`src/srfd_pkg.sv`:
```
package srfd_pkg;

  // register byte offsets
  localparam logic [7:0] OFF_CTRL = 8'h00;
  localparam logic [7:0] OFF_STATUS = 8'h08;
  localparam logic [7:0] OFF_MASK = 8'h0C;
  localparam logic [7:0] OFF_COUNT = 8'h10;
  localparam logic [7:0] OFF_RXPORT = 8'h24;
  localparam logic [7:0] OFF_DESC0 = 8'h30;
  localparam int NUM_DESC = 16;

  // control register fields
  localparam int CTRL_GO = 0;
  localparam int CTRL_STOP = 1;
  localparam int CTRL_MODE_LO = 4;
  localparam int CTRL_SLOT_LO = 8;

  // status and mask bit positions
  localparam int ST_DONE = 0;
  localparam int ST_RXERR = 1;
  localparam logic [1:0] STATUS_RESET = 2'h0;
  localparam logic [1:0] MASK_RESET = 2'h0;

  // descriptor field positions
  localparam int DESC_LEN_LO = 17;
  localparam int DESC_LAST = 16;
  localparam int DESC_NEXT_LO = 12;
  localparam int DESC_UNIT_LO = 10;
  localparam int DESC_CLOSE = 9;

  // one descriptor slot, packed in register layout
  typedef struct packed {
    logic [14:0] len;
    logic last;
    logic [3:0] next;
    logic [1:0] units;
    logic close;
    logic [8:0] rsvd;
  } srfd_desc_s;

  localparam srfd_desc_s DESC_RESET = 32'h0000_0200;

  // transfer length units
  typedef enum logic [1:0] {
    UNIT_BIT, UNIT_BYTE, UNIT_SEG4, UNIT_SEG16
  } srfd_unit_e;

  // data line modes
  localparam logic [1:0] MODE_SINGLE = 2'h0;
  localparam logic [1:0] MODE_DUAL = 2'h1;
  localparam logic [1:0] MODE_QUAD = 2'h2;

  // read access sizes
  localparam logic [1:0] SIZE_BYTE = 2'h0;
  localparam logic [1:0] SIZE_WORD = 2'h1;
  localparam logic [1:0] SIZE_DWORD = 2'h2;

  // timing
  localparam int CLK_PERIOD_NS = 20;
  localparam int SCK_HALF_NS = 40;
  localparam int SCK_HALF_CYC = (SCK_HALF_NS + CLK_PERIOD_NS - 1)
                                / CLK_PERIOD_NS;

  localparam int FIFO_DEPTH = 16;
  localparam int BITS_W = 22;

  typedef logic [BITS_W-1:0] srfd_bits_t;

endpackage : srfd_pkg

```
`src/srfd_rx_fifo.sv`:
```
`timescale 1ns/1ps
module srfd_rx_fifo (
  input wire logic mclk,
  input wire logic resetn,
  input wire logic pushValid,
  input wire logic [7:0] pushData,
  output logic pushReady,
  input wire logic [2:0] popNum,
  output logic [31:0] peek,
  output logic [4:0] count,
  output logic [2:0] popTake
);

  logic [7:0] mem [srfd_pkg::FIFO_DEPTH];
  logic [3:0] rdPtr;
  logic [3:0] wrPtr;
  logic pushGo;

  // back-pressure: engine stalls while full
  assign pushReady = count < 5'(srfd_pkg::FIFO_DEPTH);
  assign pushGo = pushValid && pushReady;
  // an oversized read takes only what is held
  assign popTake = (5'(popNum) > count) ? count[2:0] : popNum;

  // head bytes, low aligned; missing bytes read zero
  always_comb begin
    for (int i = 0; i < 4; i++) begin
      peek[8*i +: 8] = (5'(i) < count) ? mem[rdPtr + 4'(i)] : 8'h00;
    end
  end

  // storage
  always_ff @(posedge mclk) begin
    if (pushGo) begin
      mem[wrPtr] <= pushData;
    end
  end

  // pointers and fill count
  always_ff @(posedge mclk) begin
    if (!resetn) begin
      rdPtr <= 4'h0;
      wrPtr <= 4'h0;
      count <= 5'h00;
    end else begin
      wrPtr <= wrPtr + 4'(pushGo);
      rdPtr <= rdPtr + 4'(popTake);
      count <= 5'(count + 5'(pushGo) - 5'(popTake));
    end
  end
endmodule : srfd_rx_fifo

```
`src/srfd_shifter.sv`:
```
`timescale 1ns/1ps
module srfd_shifter (
  input wire logic mclk,
  input wire logic resetn,
  input wire logic start,
  input wire srfd_pkg::srfd_bits_t totalBits,
  input wire logic [1:0] lineMode,
  input wire logic stop,
  input wire logic [3:0] ioIn,
  input wire logic byteReady,
  output logic sclk,
  output logic byteValid,
  output logic [7:0] byteData,
  output logic done
);

  logic active;
  logic infinite;
  logic [1:0] halfCnt;
  srfd_pkg::srfd_bits_t bitsLeft;
  logic [7:0] shiftReg;
  logic [3:0] bitCnt;
  logic [2:0] width;
  logic [7:0] next_shift;
  logic [3:0] next_cnt;
  logic stall;
  logic edgeTick;
  logic rising;
  logic lastEdge;

  // bits per clock edge; single line listens on io1
  always_comb begin
    width = 3'd1;
    next_shift = {shiftReg[6:0], ioIn[1]};
    if (lineMode == srfd_pkg::MODE_DUAL) begin
      width = 3'd2;
      next_shift = {shiftReg[5:0], ioIn[1:0]};
    end else if (lineMode == srfd_pkg::MODE_QUAD) begin
      width = 3'd4;
      next_shift = {shiftReg[3:0], ioIn};
    end
    next_cnt = bitCnt + 4'(width);
  end

  // a byte waiting on a full fifo freezes the clock
  assign stall = byteValid && !byteReady;
  assign edgeTick = active && !stall
                    && (halfCnt == 2'(srfd_pkg::SCK_HALF_CYC - 1));
  assign rising = edgeTick && !sclk;
  assign lastEdge = rising && !infinite && (bitsLeft <= 22'(width));

  // serial clock and bit counting
  always_ff @(posedge mclk) begin
    if (!resetn) begin
      active <= 1'b0;
      infinite <= 1'b0;
      halfCnt <= 2'h0;
      sclk <= 1'b0;
      bitsLeft <= '0;
      shiftReg <= 8'h00;
      bitCnt <= 4'h0;
      done <= 1'b0;
    end else begin
      done <= 1'b0;
      if (stop) begin
        active <= 1'b0;
        sclk <= 1'b0;
      end else if (start) begin
        active <= 1'b1;
        infinite <= (totalBits == '0);
        bitsLeft <= totalBits;
        halfCnt <= 2'h0;
        bitCnt <= 4'h0;
      end else if (active && !stall) begin
        halfCnt <= edgeTick ? 2'h0 : halfCnt + 2'h1;
        if (edgeTick) begin
          sclk <= !sclk;
        end
        if (rising) begin
          shiftReg <= next_shift;
          bitCnt <= (next_cnt == 4'd8) ? 4'h0 : next_cnt;
          bitsLeft <= bitsLeft - 22'(width);
        end
        // ends on length count
        // the last rising edge still goes out to the slave
        if (lastEdge) begin
          active <= 1'b0;
          done <= 1'b1;
        end
      end else if (!active) begin
        // closing high phase lasts one cycle only
        sclk <= 1'b0;
      end
    end
  end

  always_ff @(posedge mclk) begin
    if (!resetn) begin
      byteValid <= 1'b0;
      byteData <= 8'h00;
    end else if (rising && (next_cnt == 4'd8 || lastEdge)) begin
      byteValid <= 1'b1;
      byteData <= next_shift;
    end else if (byteReady) begin
      byteValid <= 1'b0;
    end
  end

endmodule : srfd_shifter

```
`src/srfd_top.sv`:
```
`timescale 1ns/1ps
module srfd_top (
  input wire logic mclk,
  input wire logic resetn,
  input wire logic [7:0] regAddr,
  input wire logic [31:0] regWdata,
  input wire logic regWr,
  input wire logic regRd,
  input wire logic [1:0] regRdSize,
  output logic [31:0] regRdata,
  input wire logic [3:0] ioIn,
  output logic sclk,
  output logic csn,
  output logic dmaDone,
  output logic irq,
  output logic [4:0] rxCount
);

  typedef enum logic [1:0] {ST_IDLE, ST_RUN, ST_HOLD} srfd_state_e;

  srfd_state_e state;
  srfd_pkg::srfd_desc_s desc [srfd_pkg::NUM_DESC];
  logic [1:0] status;
  logic [1:0] mask;
  logic [1:0] lineMode;
  logic [3:0] curSlot;
  logic launch;
  logic [3:0] ioMeta;
  logic [3:0] ioSync;
  logic goPulse;
  logic stopPulse;
  logic engStop;
  logic engDone;
  logic byteValid;
  logic [7:0] byteData;
  logic byteReady;
  logic [2:0] popNum;
  logic [2:0] popTake;
  logic [31:0] peek;
  logic portRead;
  logic underflow;
  logic setDone;
  srfd_pkg::srfd_desc_s curDesc;

  // length in bits for the selected units
  function automatic srfd_pkg::srfd_bits_t bitsOf(
    input srfd_pkg::srfd_desc_s d);
    srfd_pkg::srfd_bits_t l;
    l = srfd_pkg::srfd_bits_t'(d.len);
    unique case (srfd_pkg::srfd_unit_e'(d.units))
      srfd_pkg::UNIT_BIT: bitsOf = l;
      srfd_pkg::UNIT_BYTE: bitsOf = l << 3;
      srfd_pkg::UNIT_SEG4: bitsOf = l << 5;
      srfd_pkg::UNIT_SEG16: bitsOf = l << 7;
    endcase
  endfunction : bitsOf

  // bytes a read of the port asks for
  function automatic logic [2:0] sizeBytes(input logic [1:0] sz);
    unique case (sz)
      srfd_pkg::SIZE_BYTE: sizeBytes = 3'd1;
      srfd_pkg::SIZE_WORD: sizeBytes = 3'd2;
      default: sizeBytes = 3'd4;
    endcase
  endfunction : sizeBytes

  // pins come from the slave's timing, so two flops first
  always_ff @(posedge mclk) begin
    if (!resetn) begin
      ioMeta <= 4'h0;
      ioSync <= 4'h0;
    end else begin
      ioMeta <= ioIn;
      ioSync <= ioMeta;
    end
  end

  // bus decode
  assign goPulse = regWr && regAddr == srfd_pkg::OFF_CTRL
                   && regWdata[srfd_pkg::CTRL_GO];
  assign stopPulse = regWr && regAddr == srfd_pkg::OFF_CTRL
                     && regWdata[srfd_pkg::CTRL_STOP];
  assign portRead = regRd && regAddr == srfd_pkg::OFF_RXPORT;
  // pop as many bytes as the access size
  assign popNum = portRead ? sizeBytes(regRdSize) : 3'd0;
  assign underflow = portRead && (5'(popNum) > rxCount);
  assign curDesc = desc[curSlot];
  assign engStop = stopPulse && state != ST_IDLE;
  assign setDone = state == ST_RUN && engDone && curDesc.last;

  // sixteen descriptor slots, reserved bits kept zero
  always_ff @(posedge mclk) begin
    if (!resetn) begin
      for (int i = 0; i < srfd_pkg::NUM_DESC; i++) begin
        desc[i] <= srfd_pkg::DESC_RESET;
      end
    end else if (regWr && regAddr >= srfd_pkg::OFF_DESC0
                 && regAddr <= srfd_pkg::OFF_DESC0 + 8'h3C
                 && regAddr[1:0] == 2'b00) begin
      desc[4'(regAddr[5:2] - 4'hC)] <= {regWdata[31:9], 9'h000};
    end
  end

  // control fields that persist
  always_ff @(posedge mclk) begin
    if (!resetn) begin
      lineMode <= srfd_pkg::MODE_SINGLE;
      mask <= srfd_pkg::MASK_RESET;
    end else if (regWr) begin
      if (regAddr == srfd_pkg::OFF_CTRL) begin
        lineMode <= regWdata[srfd_pkg::CTRL_MODE_LO +: 2];
      end
      if (regAddr == srfd_pkg::OFF_MASK) begin
        mask <= regWdata[1:0];
      end
    end
  end

  // descriptor sequencing
  always_ff @(posedge mclk) begin
    if (!resetn) begin
      state <= ST_IDLE;
      curSlot <= 4'h0;
      launch <= 1'b0;
      csn <= 1'b1;
      dmaDone <= 1'b0;
    end else begin
      launch <= 1'b0;
      dmaDone <= 1'b0;
      unique case (state)
        ST_IDLE: begin
          if (goPulse) begin
            state <= ST_RUN;
            curSlot <= regWdata[srfd_pkg::CTRL_SLOT_LO +: 4];
            launch <= 1'b1;
            csn <= 1'b0;
          end
        end
        ST_RUN: begin
          if (stopPulse) begin
            state <= ST_IDLE;
            csn <= 1'b1;
          end else if (engDone && !curDesc.last) begin
            curSlot <= curDesc.next;
            launch <= 1'b1;
          end else if (engDone && curDesc.close) begin
            // close: cs off, idle, dma done
            state <= ST_IDLE;
            csn <= 1'b1;
            dmaDone <= 1'b1;
          end else if (engDone) begin
            // keep cs low, wait for more
            state <= ST_HOLD;
          end
        end
        ST_HOLD: begin
          if (stopPulse) begin
            state <= ST_IDLE;
            csn <= 1'b1;
          end else if (goPulse) begin
            state <= ST_RUN;
            curSlot <= regWdata[srfd_pkg::CTRL_SLOT_LO +: 4];
            launch <= 1'b1;
          end
        end
      endcase
    end
  end

  // sticky status; a set in the clearing read wins
  always_ff @(posedge mclk) begin
    if (!resetn) begin
      status <= srfd_pkg::STATUS_RESET;
    end else begin
      if (regRd && regAddr == srfd_pkg::OFF_STATUS) begin
        status <= 2'b00;
      end
      if (setDone) begin
        status[srfd_pkg::ST_DONE] <= 1'b1;
      end
      if (underflow) begin
        status[srfd_pkg::ST_RXERR] <= 1'b1;
      end
    end
  end

  assign irq = |(status & mask);

  // read data one cycle after the strobe; unmapped reads zero
  always_ff @(posedge mclk) begin
    if (!resetn) begin
      regRdata <= 32'h0000_0000;
    end else if (regRd) begin
      regRdata <= 32'h0000_0000;
      if (portRead) begin
        regRdata <= peek & ((regRdSize == srfd_pkg::SIZE_BYTE)
          ? 32'h0000_00FF : (regRdSize == srfd_pkg::SIZE_WORD)
          ? 32'h0000_FFFF : 32'hFFFF_FFFF);
      end else if (regAddr == srfd_pkg::OFF_STATUS) begin
        regRdata <= {30'h0000_0000, status};
      end else if (regAddr == srfd_pkg::OFF_MASK) begin
        regRdata <= {30'h0000_0000, mask};
      end else if (regAddr == srfd_pkg::OFF_COUNT) begin
        regRdata <= {27'h000_0000, rxCount};
      end else if (regAddr == srfd_pkg::OFF_CTRL) begin
        regRdata <= {20'h0_0000, curSlot, 2'b00, lineMode,
                     2'b00, state != ST_IDLE ? 2'b01 : 2'b00};
      end else if (regAddr >= srfd_pkg::OFF_DESC0
                   && regAddr <= srfd_pkg::OFF_DESC0 + 8'h3C
                   && regAddr[1:0] == 2'b00) begin
        regRdata <= desc[4'(regAddr[5:2] - 4'hC)];
      end
    end
  end

  srfd_shifter u_shifter (
    .mclk(mclk),
    .resetn(resetn),
    .start(launch),
    .totalBits(bitsOf(curDesc)),
    .lineMode(lineMode),
    .stop(engStop),
    .ioIn(ioSync),
    .byteReady(byteReady),
    .sclk(sclk),
    .byteValid(byteValid),
    .byteData(byteData),
    .done(engDone)
  );

  // fill count falls by bytes popped
  srfd_rx_fifo u_fifo (
    .mclk(mclk),
    .resetn(resetn),
    .pushValid(byteValid),
    .pushData(byteData),
    .pushReady(byteReady),
    .popNum(popNum),
    .peek(peek),
    .count(rxCount),
    .popTake(popTake)
  );
endmodule : srfd_top

```
`config.mk`:
```
export PLATFORM = sky130hd
export DESIGN_NAME = srfd_top
export DESIGN_NICKNAME = d
export VERILOG_FILES = /design/src/srfd_pkg.sv /design/src/srfd_rx_fifo.sv /design/src/srfd_shifter.sv /design/src/srfd_top.sv
export SDC_FILE = /design/constraint.sdc
export NUM_CORES = 1
export LEC_CHECK = 0
export BUFFER_PORTS_ARGS = -buffer_cell sky130_fd_sc_hd__buf_2
export CAP_MARGIN = 20
export CORE_UTILIZATION = 40
export CTS_CLUSTER_SIZE = 24
export DETAILED_ROUTE_END_ITERATION = 10
export PLACE_DENSITY = 0.55
export RECOVER_POWER = 25
export SYNTH_ARGS = -nofsm -noshare
export SYNTH_HDL_FRONTEND = slang
export SYNTH_SLANG_ARGS = --single-unit
```
`constraint.sdc`:
```
create_clock -name mclk -period 5.4 [get_ports mclk]
set_input_delay 0.81 -clock mclk [delete_from_list [all_inputs] [get_ports mclk]]
set_output_delay 0.81 -clock mclk [all_outputs]
set_load 0.05 [all_outputs]
```
## Word-level counts from Yosys, hierarchy flattened

Memory sizes are Yosys's and may differ from the RTL's. A register that Yosys moved wholly into a read port is not among the register bits.
Cells that the tools add are included.

| storage, ports and cells | value |
|---|---|
| register bits | 116 |
| bits in writable memories | 496 |
| input port bits | 50 |
| output and inout port bits | 41 |
| word-level logic and storage cells | 216 |
| memories | 2 |

Memories:

| name | words | width | read ports | clocked after Yosys merged registers in | wr ports | RTL line | text |
|---|---|---|---|---|---|---|---|
| desc | 16 | 23 | 2 | 1 | 16 | srfd_top.sv:22 | `srfd_pkg::srfd_desc_s desc [srfd_pkg::NUM_DESC];` |
| u_fifo.mem | 16 | 8 | 4 | 1 | 1 | srfd_rx_fifo.sv:14 | `logic [7:0] mem [srfd_pkg::FIFO_DEPTH];` |

| operators by class | value |
|---|---|
| $add $sub $neg | 11 |
| magnitude comparators | 9 |
| eq/ne operators | 24 |
| multiplexer cells | 79 |
| bitwise gates (word level) | 7 |
| reduce and logical (&&, ||, !) cells | 59 |

Operators by type and width:

| kind | count |
|---|---|
| 32-bit 2-to-1 mux | 8 |
| 22-bit one-hot mux with 4 select lines | 1 |
| 22-bit 2-to-1 mux | 3 |
| 4-bit 2-to-1 mux | 12 |
| 8-bit 2-to-1 mux | 6 |
| 32-bit AND | 1 |
| 1-bit 2-to-1 mux | 29 |
| 1-bit logical AND | 24 |
| 23-bit 2-to-1 mux | 1 |
| 23-bit OR reduction | 1 |
| 22-bit by 3-bit less-or-equal comparator with 1-bit output | 1 |
| 22-bit zero test | 1 |
| 22-bit by 3-bit subtractor with 22-bit output | 1 |
| 2-bit 2-to-1 mux | 10 |
| 8-bit by 4-bit == test with 1-bit output (second input constant) | 2 |
| 2-bit nonzero test | 7 |
| 3-bit 2-to-1 mux | 4 |
| 4-bit one-hot mux with 3 select lines | 1 |
| 2-bit AND reduction | 6 |
| 2-bit by 1-bit == test with 1-bit output (second input constant) | 5 |
| 1-bit by 5-bit less-than comparator with 1-bit output (first input constant) | 2 |
| 2-bit by 5-bit less-than comparator with 1-bit output (first input constant) | 2 |
| 2-bit inequality test (second input constant) | 5 |
| 3-bit AND reduction | 3 |
| 32 further kinds | 53 |

## Longest topological paths before layout

Gate-level depths: netlist of run 1.

| logic depth | value |
|---|---|
| depth in word-level cells | 12 |
| gate-level depth with buffers | 21 |
| mapped depth without buffers | 18 |

## Modules after synthesis

From an unflattened synthesis of run 1, not the netlist that was laid out.

| second synthesis, totals | value |
|---|---|
| cell total of the unflattened synthesis | 2394 |
| area, all modules | 34023.9 um2 |

Modules (own cells, without submodules):

| module | instances | cells each | area each (um2) | seq. area each (um2) |
|---|---|---|---|---|
| srfd_top | 1 | 1538 | 22429.0 | 12231.7 |
| srfd_rx_fifo | 1 | 520 | 8790.9 | 4103.9 |
| srfd_shifter | 1 | 336 | 2803.9 | 960.9 |

## Worst setup path after synthesis of run 1

No wires, ideal clock.

| path | value |
|---|---|
| path kind | input to register |
| from | input port regAddr[4] |
| to | register u_fifo.count[4] |
| setup time | 115 ps |
| arrival | 4882 ps |
| required time | 5285 ps |
| setup slack | 403 ps |
| cell stages on the path | 20 |
| buffers on the path | 3 |
| cells stage by stage | clkbuf_1 buf_1 inv_1 ha_1 and4_1 and2_1 clkbuf_1 ha_1 nand4_1 o21ai_0 a21oi_1 o21ai_0 ha_1 inv_1 ha_1 fa_1 a21o_1 a21oi_1 xor2_1 and2_1 |

| on the way | value |
|---|---|
| word-level cells in the longest chain between the ends | 6 |

Ends and longest elaborated chain:

| element | RTL line | text |
|---|---|---|
| start: declaration | srfd_top.sv:5 | `input wire logic [7:0] regAddr,` |
| 8-bit by 6-bit == test with 1-bit output (*) | srfd_top.sv:83 | `assign portRead = regRd && regAddr == srfd_pkg::OFF_RXPORT;` |
| 1-bit logical AND (*) | srfd_top.sv:83 |  |
| 3-bit 2-to-1 mux (*) | srfd_top.sv:85 | `assign popNum = portRead ? sizeBytes(regRdSize) : 3'd0;` |
| 3-bit by 5-bit greater-than comparator with 1-bit output | srfd_rx_fifo.sv:23 | `assign popTake = (5'(popNum) > count) ? count[2:0] : popNum;` |
| 3-bit 2-to-1 mux (*) | srfd_rx_fifo.sv:23 |  |
| 5-bit by 3-bit subtractor with 5-bit output (*) | srfd_rx_fifo.sv:48 | `count <= 5'(count + 5'(pushGo) - 5'(popTake));` |
| end signal: assignment | srfd_rx_fifo.sv:48 |  |
| end: declaration | srfd_rx_fifo.sv:10 | `output logic [4:0] count,` |

Every way passes the cells marked *; elsewhere a longest branch is shown, timed or not.
A chain may end at the register's enable or synchronous reset.

## Worst setup path in the final report of run 1

| path | value |
|---|---|
| from | input port regAddr[1] |
| to | register u_fifo.count[4] |

Same word-level chain as after synthesis.

==> results.py, run 1 <==
metrics = {
    "run_status": {
        "status": "finished, violations left",
        "violations": "capacitance limit, slew limit",
    },
    "floorplanning": {
        "die_w_um": 293.3,
        "die-area_sq_um": 86050,
        "die_h_um": 293.3,
        "io-pin-count": 91,
        "initial_utilization": 0.4050,
        "row_count": 106,
        "core-area_sq_um": 83820,
    },
    "synthesis": {
        "ys_seq_area_frac": 0.5095,
        "yosysUniqueCellTypes": 69,
        "postSynthAreaPerCell_sq_um": 14.09,
        "synth-async-reset-ratio": 0,
        "ys_seq_elements": 616,
        "synth_fp_nets": 2500,
        "syn_area_sq_um": 33950,
        "synth_edf_count": 496,
        "synth_ff_type": "edfxtp_1",
        "syn-instance-count": 2410,
        "yosys_warnings": 0,
    },
    "clock_tree": {
        "cts_tree": "done",
        "clkSlewWorstSetupHoldPaths_ns": 0.06,
        "post_cts_resized": 0,
        "cts.sinks": 616,
        "htree_num_levels": 3,
        "cts-root-buf": "clkbuf_16",
        "cts_buffer_depth": 3,
        "cts_made_buffers": 71,
        "clock_latency_ns": 0.62,
        "hold_buffers": 0,
        "post-cts-setup-buffers": 0,
    },
    "worst_setup_path": {
        "crit_type": "in2reg",
        "crit_path_end_kind": "register",
        "critical-path-top-delay-family": "simple AND/OR/NAND/NOR gates",
        "worstPathCellList": "buf_2 -> nor4_1 -> buf_4 -> nand4_1 -> or3_1 -> ha_1 -> nand4_1 -> o21ai_0 -> a21oi_1 -> buf_4 -> mux2_2 -> inv_1 -> ha_1 -> fa_1 -> a21o_1 -> a21oi_1 -> xor2_1 -> and2_1",
        "cp.arrival_ns": 4.90,
        "worstPathRequired_ns": 5.90,
        "path_buf_inv": 4,
        "start_kind": "input pin",
        "slowest_delay_ns": 0.56,
        "crit_fanout": 6,
        "cp_slowest_cell": "nor4_1",
    },
    "detailed_routing": {
        "antenna_left": 0,
        "wirelength_um": 106400,
        "via_count": 22120,
        "drc": 0,
        "wl_per_cell_um": 29.06,
        "firstDrtPassIters": 5,
        "drtIter0Drc": 2185,
        "via_per_inst": 6.041,
    },
    "hold_path": {
        "hold_path.class": "in2reg",
    },
    "cells_and_area": {
        "final_area_sq_um": 38290,
        "final_common_cell": "edfxtp_1",
        "n_fill_cell": 7490,
        "drive_above_1_share": 0.2584,
        "syn2layout_area_growth_pct": 12.77,
        "mostFrequentLayoutCells": "edfxtp_1, and2_1, mux4_2",
        "fin_nets": 2559,
        "multi_input_area_sq_um": 15930,
        "seqCellArea_sq_um": 17310,
    },
    "sta": {
        "fin_crit_sh": 0.8162,
        "fmax_mhz": 226.9,
        "worst_slew_pin_slew_ns": 3.248,
        "finClkSkew_ns": 0.02649,
        "min_period_ns": 4.407,
        "hold_violations": 0,
        "rsz0062_at_grt": "false",
        "finalSetupTns_ns": 0,
        "slew_violations": 89,
        "setup_violations": 0,
        "slew_headroom": -1.166,
    },
    "pwr": {
        "pwr-share-clk": 0.428,
        "p_int_uw": 8226,
        "p_leak_uw": 0.01281,
        "p_sw_uw": 2556,
        "p_seq_frac": 0.495,
        "ir_worst_vdd_mv": 0.2055,
        "power_switching_share": 0.2371,
        "p_comb_frac": 0.077,
        "power_density_nw_per_um2": 281.6,
    },
    "placed_design": {
        "placed_area_sq_um": 36190,
        "gp_congestion": 0.8507,
        "post-dp-hpwl_um": 68610,
        "port_buffers": 86,
    },
    "job": {
        "cap_violations": 1,
    },
    "global_route": {
        "grt_pass1_wl_um": 155200,
        "antenna_found_initial": 6,
        "grt_usage": 0.2496,
        "grt_pass1_vias": 22330,
        "grt_max_degree": 113,
        "grt-ovfl-total": 0,
    },
}
## cells in the mapped netlist (20+ instances only)
library cell  instances  area [sq um]
mux4_2              340          7657
a22oi_1              39         292.8
o21ai_0              54         270.3
nand2_1             101         379.1
inv_1                27         101.4
or3_1                25         156.4
nor2b_1              32         200.2
nor2_1               97         364.1
and2_1              399          2496
a21oi_1              66         330.3
a221oi_1             20         175.2
buf_2                40         200.2
dfxtp_1             120          2402
nand3_1              27         135.1
edfxtp_1            496         14890
ha_1                 36         450.4
clkbuf_1            137         514.2
mux2i_1              65         650.6
## sequential cells by signal, indices dropped and copies added (netlist names), 2 cells and up, named ones only
name and cells:
desc 368, u_fifo.mem 128, regRdata 32, u_shifter.bitsLeft 22, u_shifter.byteData 8, u_shifter.shiftReg 7, u_fifo.count 5, curSlot 4
ioMeta 4, ioSync 4, u_fifo.rdPtr 4, u_fifo.wrPtr 4, u_shifter.bitCnt 4, lineMode 2, mask 2, state 2
status 2, u_shifter.halfCnt 2
## metrics by stage
stage | util | hold WS [ns] | total power, uW | instances | worst slack (ns)
4_1_cts | 0.4579 | 0.3735 | 10880 | 3657 | 1.024
6_report | 0.4568 | 0.4008 | 10780 | 3661 | 0.9925
5_1_grt | 0.4567 | 0.3854 | 11100 | 3659 | 0.6658
3_5_place_dp | 0.4318 | 0.4212 | 6272 | 3530 | 0.3730
2_1_floorplan | - | 0.4119 | 5906 | 2410 | 0.4033
3_3_place_gp | 0.4317 | 0.4224 | 6250 | 3529 | 0.4016
## routing by layer
metal | GRT usage | wire length (um) | up-vias
met4 | 0.09019 | 3813 | 4
li1 | - | - | 9540
met5 | 0 | 20 | -
met1 | 0.3202 | 41280 | 11440
met3 | 0.04395 | 8236 | 193
met2 | 0.4235 | 53050 | 936
## layout make-up
class | instances | area share
clock buffer | 95 | 0.05115
clock inverter | 32 | 0.005981
tap | 1134 | 0.03706
timing repair buffer | 192 | 0.03454
antenna | 4 | 0.0002614
multi-input combinational | 1560 | 0.4161
sequential | 616 | 0.4522
inverter | 28 | 0.002745
## worst reg2reg max path: cells and delay by family, from the launching register on
kind | cells | cell delay [ns]
buffers and inverters | 1 | 0.41
DFF | 1 | 0.88
AOI/OAI and AO/OA | 3 | 0.68
and+or+nand+nor | 3 | 0.69
muxes | 2 | 0.99
## kinds of logic after synthesis
logic type / after synthesis / share of synthesized area
and+or+nand+nor: 778 / 0.1287
DFF: 616 / 0.5095
muxes: 421 / 0.2505
AOI/OAI and AO/OA: 305 / 0.06269
buffers and inverters: 234 / 0.02900
adders and majority gates: 40 / 0.01563
xor gates and xnor gates: 16 / 0.004128
## final timing paths
kind,cells past startpoint,end,start,slack (ns)
setup reg to reg,9,u_shifter.infinite,register,1.67
hold reg to reg,1,ioSync[2],ioMeta[2],0.43
setup / recovery,18,u_fifo.count[4],regAddr[1],0.99
hold / removal,2,ioMeta[3],ioIn[3],0.40
## power groups by stage
stage	combinational, uW	sequential [uW]	clock [uW]
after floorplan	449	5460	0
after global placement	830	5420	0
after detailed placement	834	5440	0
after CTS	836	5340	4700
after global routing	872	5360	4870
final	831	5340	4610
Note: power is estimated with default switching activity, not from simulation.
==> run 2, diff against run 1 <==
--- a/config.mk
+++ b/config.mk
@@ -10,7 +10,7 @@
 export CORE_UTILIZATION = 40
 export CTS_CLUSTER_SIZE = 24
 export DETAILED_ROUTE_END_ITERATION = 10
-export PLACE_DENSITY = 0.55
+export PLACE_DENSITY = 0.57
 export RECOVER_POWER = 25
 export SYNTH_ARGS = -nofsm -noshare
 export SYNTH_HDL_FRONTEND = slang
==> constraint.sdc (replaced) <==
create_clock -name mclk -period 3.56 [get_ports mclk]
set_input_delay 0.534 -clock mclk [delete_from_list [all_inputs] [get_ports mclk]]
set_output_delay 0.534 -clock mclk [all_outputs]
set_load 0.05 [all_outputs]
==> run 2 against run 1 <==
Compared with the run above: critical path depth did not move; the flow still finishes with violations (capacitance limit, slew limit); combinational power up 55%; worst setup slack worse by 0.81 ns; worst hold slack lost 0.27 ns; flip-flop and latch count unchanged; power up 60%; die area is the same; non-clock buffer count rose by 103; via count rose by 4.4%; largest cell class unchanged; routed wire length up 3.7%.
==> results.py, run 2 (synthesis gave the netlist of run 1 again) <==
metrics = {
    "run_status": {
        "status": "finished, violations left",
        "violations": "capacitance limit, slew limit",
    },
    "detailed_routing": {
        "wirelength_um": 110300,
        "antenna_left": 0,
        "via_per_inst": 6.122,
        "via_count": 23090,
        "firstDrtPassIters": 5,
        "drc": 0,
        "drtIter0Drc": 2462,
        "wl_per_cell_um": 29.24,
    },
    "clock_tree": {
        "cts_buffer_depth": 3,
        "htree_num_levels": 3,
        "cts_made_buffers": 73,
        "cts_tree": "done",
        "clkSlewWorstSetupHoldPaths_ns": 0.06,
        "cts.sinks": 616,
        "cts-root-buf": "clkbuf_16",
        "clock_latency_ns": 0.62,
    },
    "sta": {
        "slew_headroom": -0.001879,
        "finClkSkew_ns": 0.02509,
        "fin_crit_sh": 0.9500,
        "worst_slew_pin_slew_ns": 1.497,
        "slew_violations": 1,
        "min_period_ns": 3.382,
        "rsz0062_at_grt": "false",
        "fmax_mhz": 295.7,
        "setup_violations": 0,
        "hold_violations": 0,
    },
    "global_route": {
        "antenna_found_initial": 12,
        "grt_max_degree": 132,
        "grt_pass1_wl_um": 159900,
        "grt_usage": 0.2578,
        "grt-ovfl-total": 0,
        "grt_pass1_vias": 23000,
    },
    "cells_and_area": {
        "final_common_cell": "edfxtp_1",
        "largest_reg_flops": 368,
        "top_regs": "desc (368), u_fifo.mem (128), regRdata (32)",
        "drive_above_1_share": 0.2916,
        "mostFrequentLayoutCells": "edfxtp_1, and2_1, mux4_2",
        "seqCellArea_sq_um": 17310,
        "fin_nets": 2664,
        "max_flop_register": "desc",
        "n_fill_cell": 7337,
        "multi_input_area_sq_um": 16010,
        "syn2layout_area_growth_pct": 17.42,
        "final_area_sq_um": 39860,
    },
    "worst_setup_path": {
        "worstPathCellList": "buf_2 -> nor4_4 -> buf_4 -> nand4_1 -> or3_4 -> ha_1 -> nand4_1 -> o21ai_2 -> a21oi_2 -> buf_4 -> mux2_4 -> inv_2 -> ha_4 -> fa_2 -> a21o_1 -> a21oi_2 -> xor2_1 -> and2_1",
        "worstPathRequired_ns": 4.12,
        "cp.arrival_ns": 3.94,
        "crit_type": "in2reg",
        "crit_fanout": 4,
        "cp_slowest_cell": "or3_4",
        "slowest_delay_ns": 0.39,
        "crit_path_end_kind": "register",
        "start_kind": "input pin",
    },
    "floorplanning": {
        "io-pin-count": 91,
        "die-area_sq_um": 86050,
        "row_count": 106,
        "initial_utilization": 0.4050,
        "die_w_um": 293.3,
        "core-area_sq_um": 83820,
        "die_h_um": 293.3,
    },
    "pwr": {
        "power.total_uw": 17200,
        "p_leak_uw": 0.01361,
        "power_density_nw_per_um2": 431.5,
        "ir_worst_vdd_mv": 0.3363,
    },
    "placed_design": {
        "gp_congestion": 0.9150,
        "placed_area_sq_um": 37460,
        "post-dp-hpwl_um": 75110,
        "port_buffers": 86,
    },
    "job": {
        "cap_violations": 1,
    },
    "hold_path": {
        "hold_path.class": "in2reg",
    },
}
-- run 2: cell count changes in the layout (fill, tap and decap cells not counted), moves of 4 or more --
cell       before  now
buf_4          78  142
buf_12         15   51
bufinv_16       2    9
clkbuf_1       68   75
clkbuf_16      72   77
buf_2          46   42
clkinv_2       14   10
-- run 2: timing repair --
item                                    CTS  global route
setup buffers                             0             0
hold buffers                              0             0
resized for setup                         0             7
endpoints found under the setup margin    0             2
endpoints found under the hold margin     0             0
-- run 2: worst max-delay path, delay by kind of cell --
family | cells | cell delay (ns)
buffers and inverters | 4 | 0.50
and+or+nand+nor | 5 | 1.06
muxes | 1 | 0.30
AOI/OAI and AO/OA | 4 | 0.54
adders and majority gates | 3 | 0.85
xor gates and xnor gates | 1 | 0.14
-- run 2: area by class of cell --
| class | instances | share of cell area |
|---|---|---|
| Antenna cell | 4 | 0.0002511 |
| Clock buffer | 101 | 0.05210 |
| Clock inverter | 34 | 0.01011 |
| Inverter | 28 | 0.002636 |
| Multi-Input combinational cell | 1560 | 0.4015 |
| Sequential cell | 616 | 0.4343 |
| Tap cell | 1134 | 0.03559 |
| Timing Repair Buffer | 295 | 0.06353 |
-- run 2: path summary, 6_finish.rpt --
kind / from / end / slack [ns] / depth (start not counted)
worst min register to register: ioMeta[0] / ioSync[0] / 0.44 / 1
worst max-delay path: regAddr[1] / u_fifo.count[4] / 0.18 / 18
worst min-delay path: ioIn[0] / ioMeta[0] / 0.13 / 2
worst max register to register: register / u_shifter.infinite / 0.28 / 9
-- run 2: through the flow --
step / cells / setup TNS, ns / hold WS [ns] / util / setup WS (ns)
final: 3772 / 0 / 0.1320 / 0.4756 / 0.1778
after detailed placement: 3633 / -62.57 / 0.4235 / 0.4470 / -0.5601
after CTS: 3768 / 0 / 0.09836 / 0.4765 / 0.1020
after global placement: 3633 / -40.03 / 0.4351 / 0.4470 / -0.5510
after global routing: 3769 / 0 / 0.1198 / 0.4755 / 0.03477
after floorplan: 2410 / -128.76 / 0.4119 / - / -0.4053
-- run 2: metal layers --
metal	share of wire	global-route usage	up-vias
li1	-	-	9752
met5	0.00035	0	-
met1	0.39	0.3434	11880
met3	0.089	0.04939	252
met4	0.045	0.1045	6
met2	0.47	0.4150	1209
-- run 2: report_power, final --
group          total [uW]  switching (uW)  internal [uW]
sequential           8120             141           7980
combinational        1290             746            545
clock                7790            3060           4740
total               17200            3950          13300
==> run 3, diff against run 2 <==
--- a/config.mk
+++ b/config.mk
@@ -12,6 +12,8 @@
 export DETAILED_ROUTE_END_ITERATION = 10
 export PLACE_DENSITY = 0.57
 export RECOVER_POWER = 25
+export SKIP_CTS_REPAIR_TIMING = 1
 export SYNTH_ARGS = -nofsm -noshare
 export SYNTH_HDL_FRONTEND = slang
+export SYNTH_HIERARCHICAL = 1
 export SYNTH_SLANG_ARGS = --single-unit
==> run 3 against run 2 <==
Compared with the run above: the run now ends clean; flip-flop and latch count is the same; clock power shrank 6.0%; global-route usage shrank 0.36 points; power shrank 2.7%; sequential power is essentially flat; synthesized cell count shrank 0.66%; worst hold slack gained 0.0044 ns.
==> results.py, run 3 <==
metrics = {
    "pwr": {
        "power_switching_share": 0.2377,
        "ir_worst_vdd_mv": 0.3151,
        "p_comb_frac": 0.078,
        "power_density_nw_per_um2": 423.2,
        "p_seq_frac": 0.485,
        "p_leak_uw": 0.01358,
        "pwr-share-clk": 0.437,
        "p_int_uw": 12770,
        "p_sw_uw": 3981,
    },
    "sta": {
        "rsz0062_at_grt": "true",
        "fin_crit_sh": 0.9773,
        "setup_violations": 0,
        "worst_slew_pin_slew_ns": 0.9223,
        "min_period_ns": 3.479,
        "fmax_mhz": 287.4,
        "slew_headroom": 0.3878,
        "finClkSkew_ns": 0.02993,
        "slew_violations": 0,
        "hold_violations": 0,
        "final.setup.worst_slack_ns": 0.08065,
    },
    "detailed_routing": {
        "wl_met2_um": 53640,
        "via_per_inst": 6.015,
        "wl_per_cell_um": 28.97,
        "wl_met1_um": 42730,
        "antenna_left": 0,
        "wl_met3_um": 8679,
        "topRoutingLayerUsed": "met5",
        "via_count": 22510,
        "firstDrtPassIters": 5,
        "drtIter0Drc": 2338,
        "wirelength_um": 108400,
        "drc": 0,
    },
    "synthesis": {
        "syn-instance-count": 2394,
        "ys_top_cells_by_area": "edfxtp_1, mux4_2, dfxtp_1",
        "postSynthAreaPerCell_sq_um": 14.21,
        "ys_seq_elements": 616,
        "synth_edf_count": 496,
        "synth.most_common_cell": "edfxtp_1",
        "synth_top_area_share": 0.4378,
        "yosysTopAreaCell": "edfxtp_1",
        "synth_fp_nets": 2486,
        "syn_area_sq_um": 34020,
        "synth-async-reset-ratio": 0,
        "netlist_top_cells_count": "edfxtp_1, and2_1, mux4_2",
        "synth_ff_type": "edfxtp_1",
        "yosysUniqueCellTypes": 71,
        "ys_seq_area_frac": 0.5084,
        "yosys_warnings": 6,
    },
    "cells_and_area": {
        "drive_above_1_share": 0.3005,
        "final_common_cell": "edfxtp_1",
        "final_area_sq_um": 39570,
        "top_regs": "desc (368), u_fifo/mem (128), regRdata (32)",
        "largest_reg_flops": 368,
        "mostFrequentLayoutCells": "edfxtp_1, and2_1, mux4_2",
        "max_flop_register": "desc",
        "syn2layout_area_growth_pct": 16.30,
        "fin_nets": 2642,
    },
    "global_route": {
        "grt_pass1_wl_um": 158200,
        "grt_max_degree": 83,
        "grt_usage": 0.2542,
        "grt_pass1_vias": 22760,
        "antenna_found_initial": 7,
        "grt-ovfl-total": 0,
    },
    "worst_setup_path": {
        "cp.arrival_ns": 3.99,
        "critical-path-top-delay-family": "simple AND/OR/NAND/NOR gates",
        "rrSetupSlack_ns": 0.18,
        "crit_path_end_kind": "register",
        "crit_top_cell": "inv_2",
        "crit_fanout": 3,
        "start_kind": "input pin",
        "cp_slowest_cell": "or3_4",
        "crit_type": "in2reg",
        "worstPathCellList": "buf_6 -> or3_4 -> nor2_4 -> nand4_1 -> or3_4 -> inv_2 -> inv_2 -> ha_2 -> nor2b_1 -> o21a_1 -> o211a_1 -> mux2_4 -> xnor2_2 -> ha_2 -> inv_2 -> fa_2 -> inv_2 -> a21o_1 -> a21oi_2 -> xor2_1 -> and2_1",
        "slowest_delay_ns": 0.40,
        "worstPathRequired_ns": 4.07,
        "path_buf_inv": 5,
    },
    "job": {
        "cap_violations": 0,
    },
    "floorplanning": {
        "io-pin-count": 91,
        "die_h_um": 293.7,
        "row_count": 106,
        "die-area_sq_um": 86230,
        "core-area_sq_um": 83950,
        "initial_utilization": 0.4053,
        "die_w_um": 293.7,
    },
    "clock_tree": {
        "cts-root-buf": "clkbuf_16",
        "clkSlewWorstSetupHoldPaths_ns": 0.06,
        "htree_num_levels": 3,
        "cts_tree": "done",
        "clock_latency_ns": 0.64,
        "cts_made_buffers": 72,
        "cts.sinks": 616,
        "cts_buffer_depth": 3,
    },
    "run_status": {
        "status": "finished clean",
    },
    "placed_design": {
        "gp_congestion": 0.9025,
        "post-dp-hpwl_um": 72330,
        "place_ws_ns": -0.6158,
        "port_buffers": 86,
        "placed_area_sq_um": 37280,
    },
    "hold_path": {
        "hold_path.class": "in2reg",
    },
}
## run 3: layout make-up
| cell class | count | area (sq um) |
|---|---|---|
| inverter | 34 | 132.6 |
| tap | 1134 | 1419 |
| fill | 7325 | 44380 |
| clock buffer | 94 | 1982 |
| clock inverter | 36 | 321.6 |
| multi-input combinational | 1544 | 15990 |
| timing repair buffer | 282 | 2409 |
| sequential | 616 | 17310 |
| antenna | 2 | 5.005 |
## run 3: path summary, 6_finish.rpt
| check | start | to | depth (start not counted) |
|---|---|---|---|
| hold reg to reg | ioMeta[0] | ioSync[0] | 1 |
| setup reg to reg | register | u_shifter/infinite | 9 |
| setup / recovery | regAddr[0] | u_fifo/count[4] | 21 |
| hold / removal | ioIn[3] | ioMeta[3] | 2 |
## run 3: worst register-to-register path, stage by stage, from the launching register on
cell and delay, ns:
dfxtp_4 0.42, buf_12 0.27, mux4_2 0.59, mux4_2 0.62, mux4_2 0.58, nor4_1 0.28
nand2_1 0.07, nor4_1 0.23, nand4_1 0.16, nand2_1 0.09
## run 3: cell families after synthesis
kind of cell	after synthesis	synth area share
compound gates	297	0.05549
xor+xnor	17	0.005038
fa+ha+maj	42	0.01633
buf+inv	234	0.03163
flops	616	0.5084
mux	458	0.2615
simple gates	730	0.1216
## run 3: per-layer routing
layer | GRT usage | up-vias
met5 | 0 | -
met4 | 0.08270 | 6
met3 | 0.04615 | 219
met2 | 0.4279 | 970
met1 | 0.3321 | 11670
li1 | - | 9643
## run 3: metrics by stage
step	hold WS, ns	setup TNS, ns	total power (uW)	instances	util
6_report	0.1364	0	16750	3742	0.4713
3_5_place_dp	0.4357	-4.011	9577	3610	0.4441
3_3_place_gp	0.4345	-3.770	9546	3610	0.4441
2_1_floorplan	0.4119	-102.90	8972	2394	-
5_1_grt	0.1351	-0.09299	17210	3740	0.4713
4_1_cts	0.1161	0	16840	3740	0.4715
## run 3: power by group through the flow
stage          registers [uW]  clock network, uW  logic, uW
3_5_place_dp             8270                  0       1310
5_1_grt                  8140               7710       1360
4_1_cts                  8110               7410       1310
6_report                 8110               7320       1310
2_1_floorplan            8280                  0        696
3_3_place_gp             8250                  0       1300
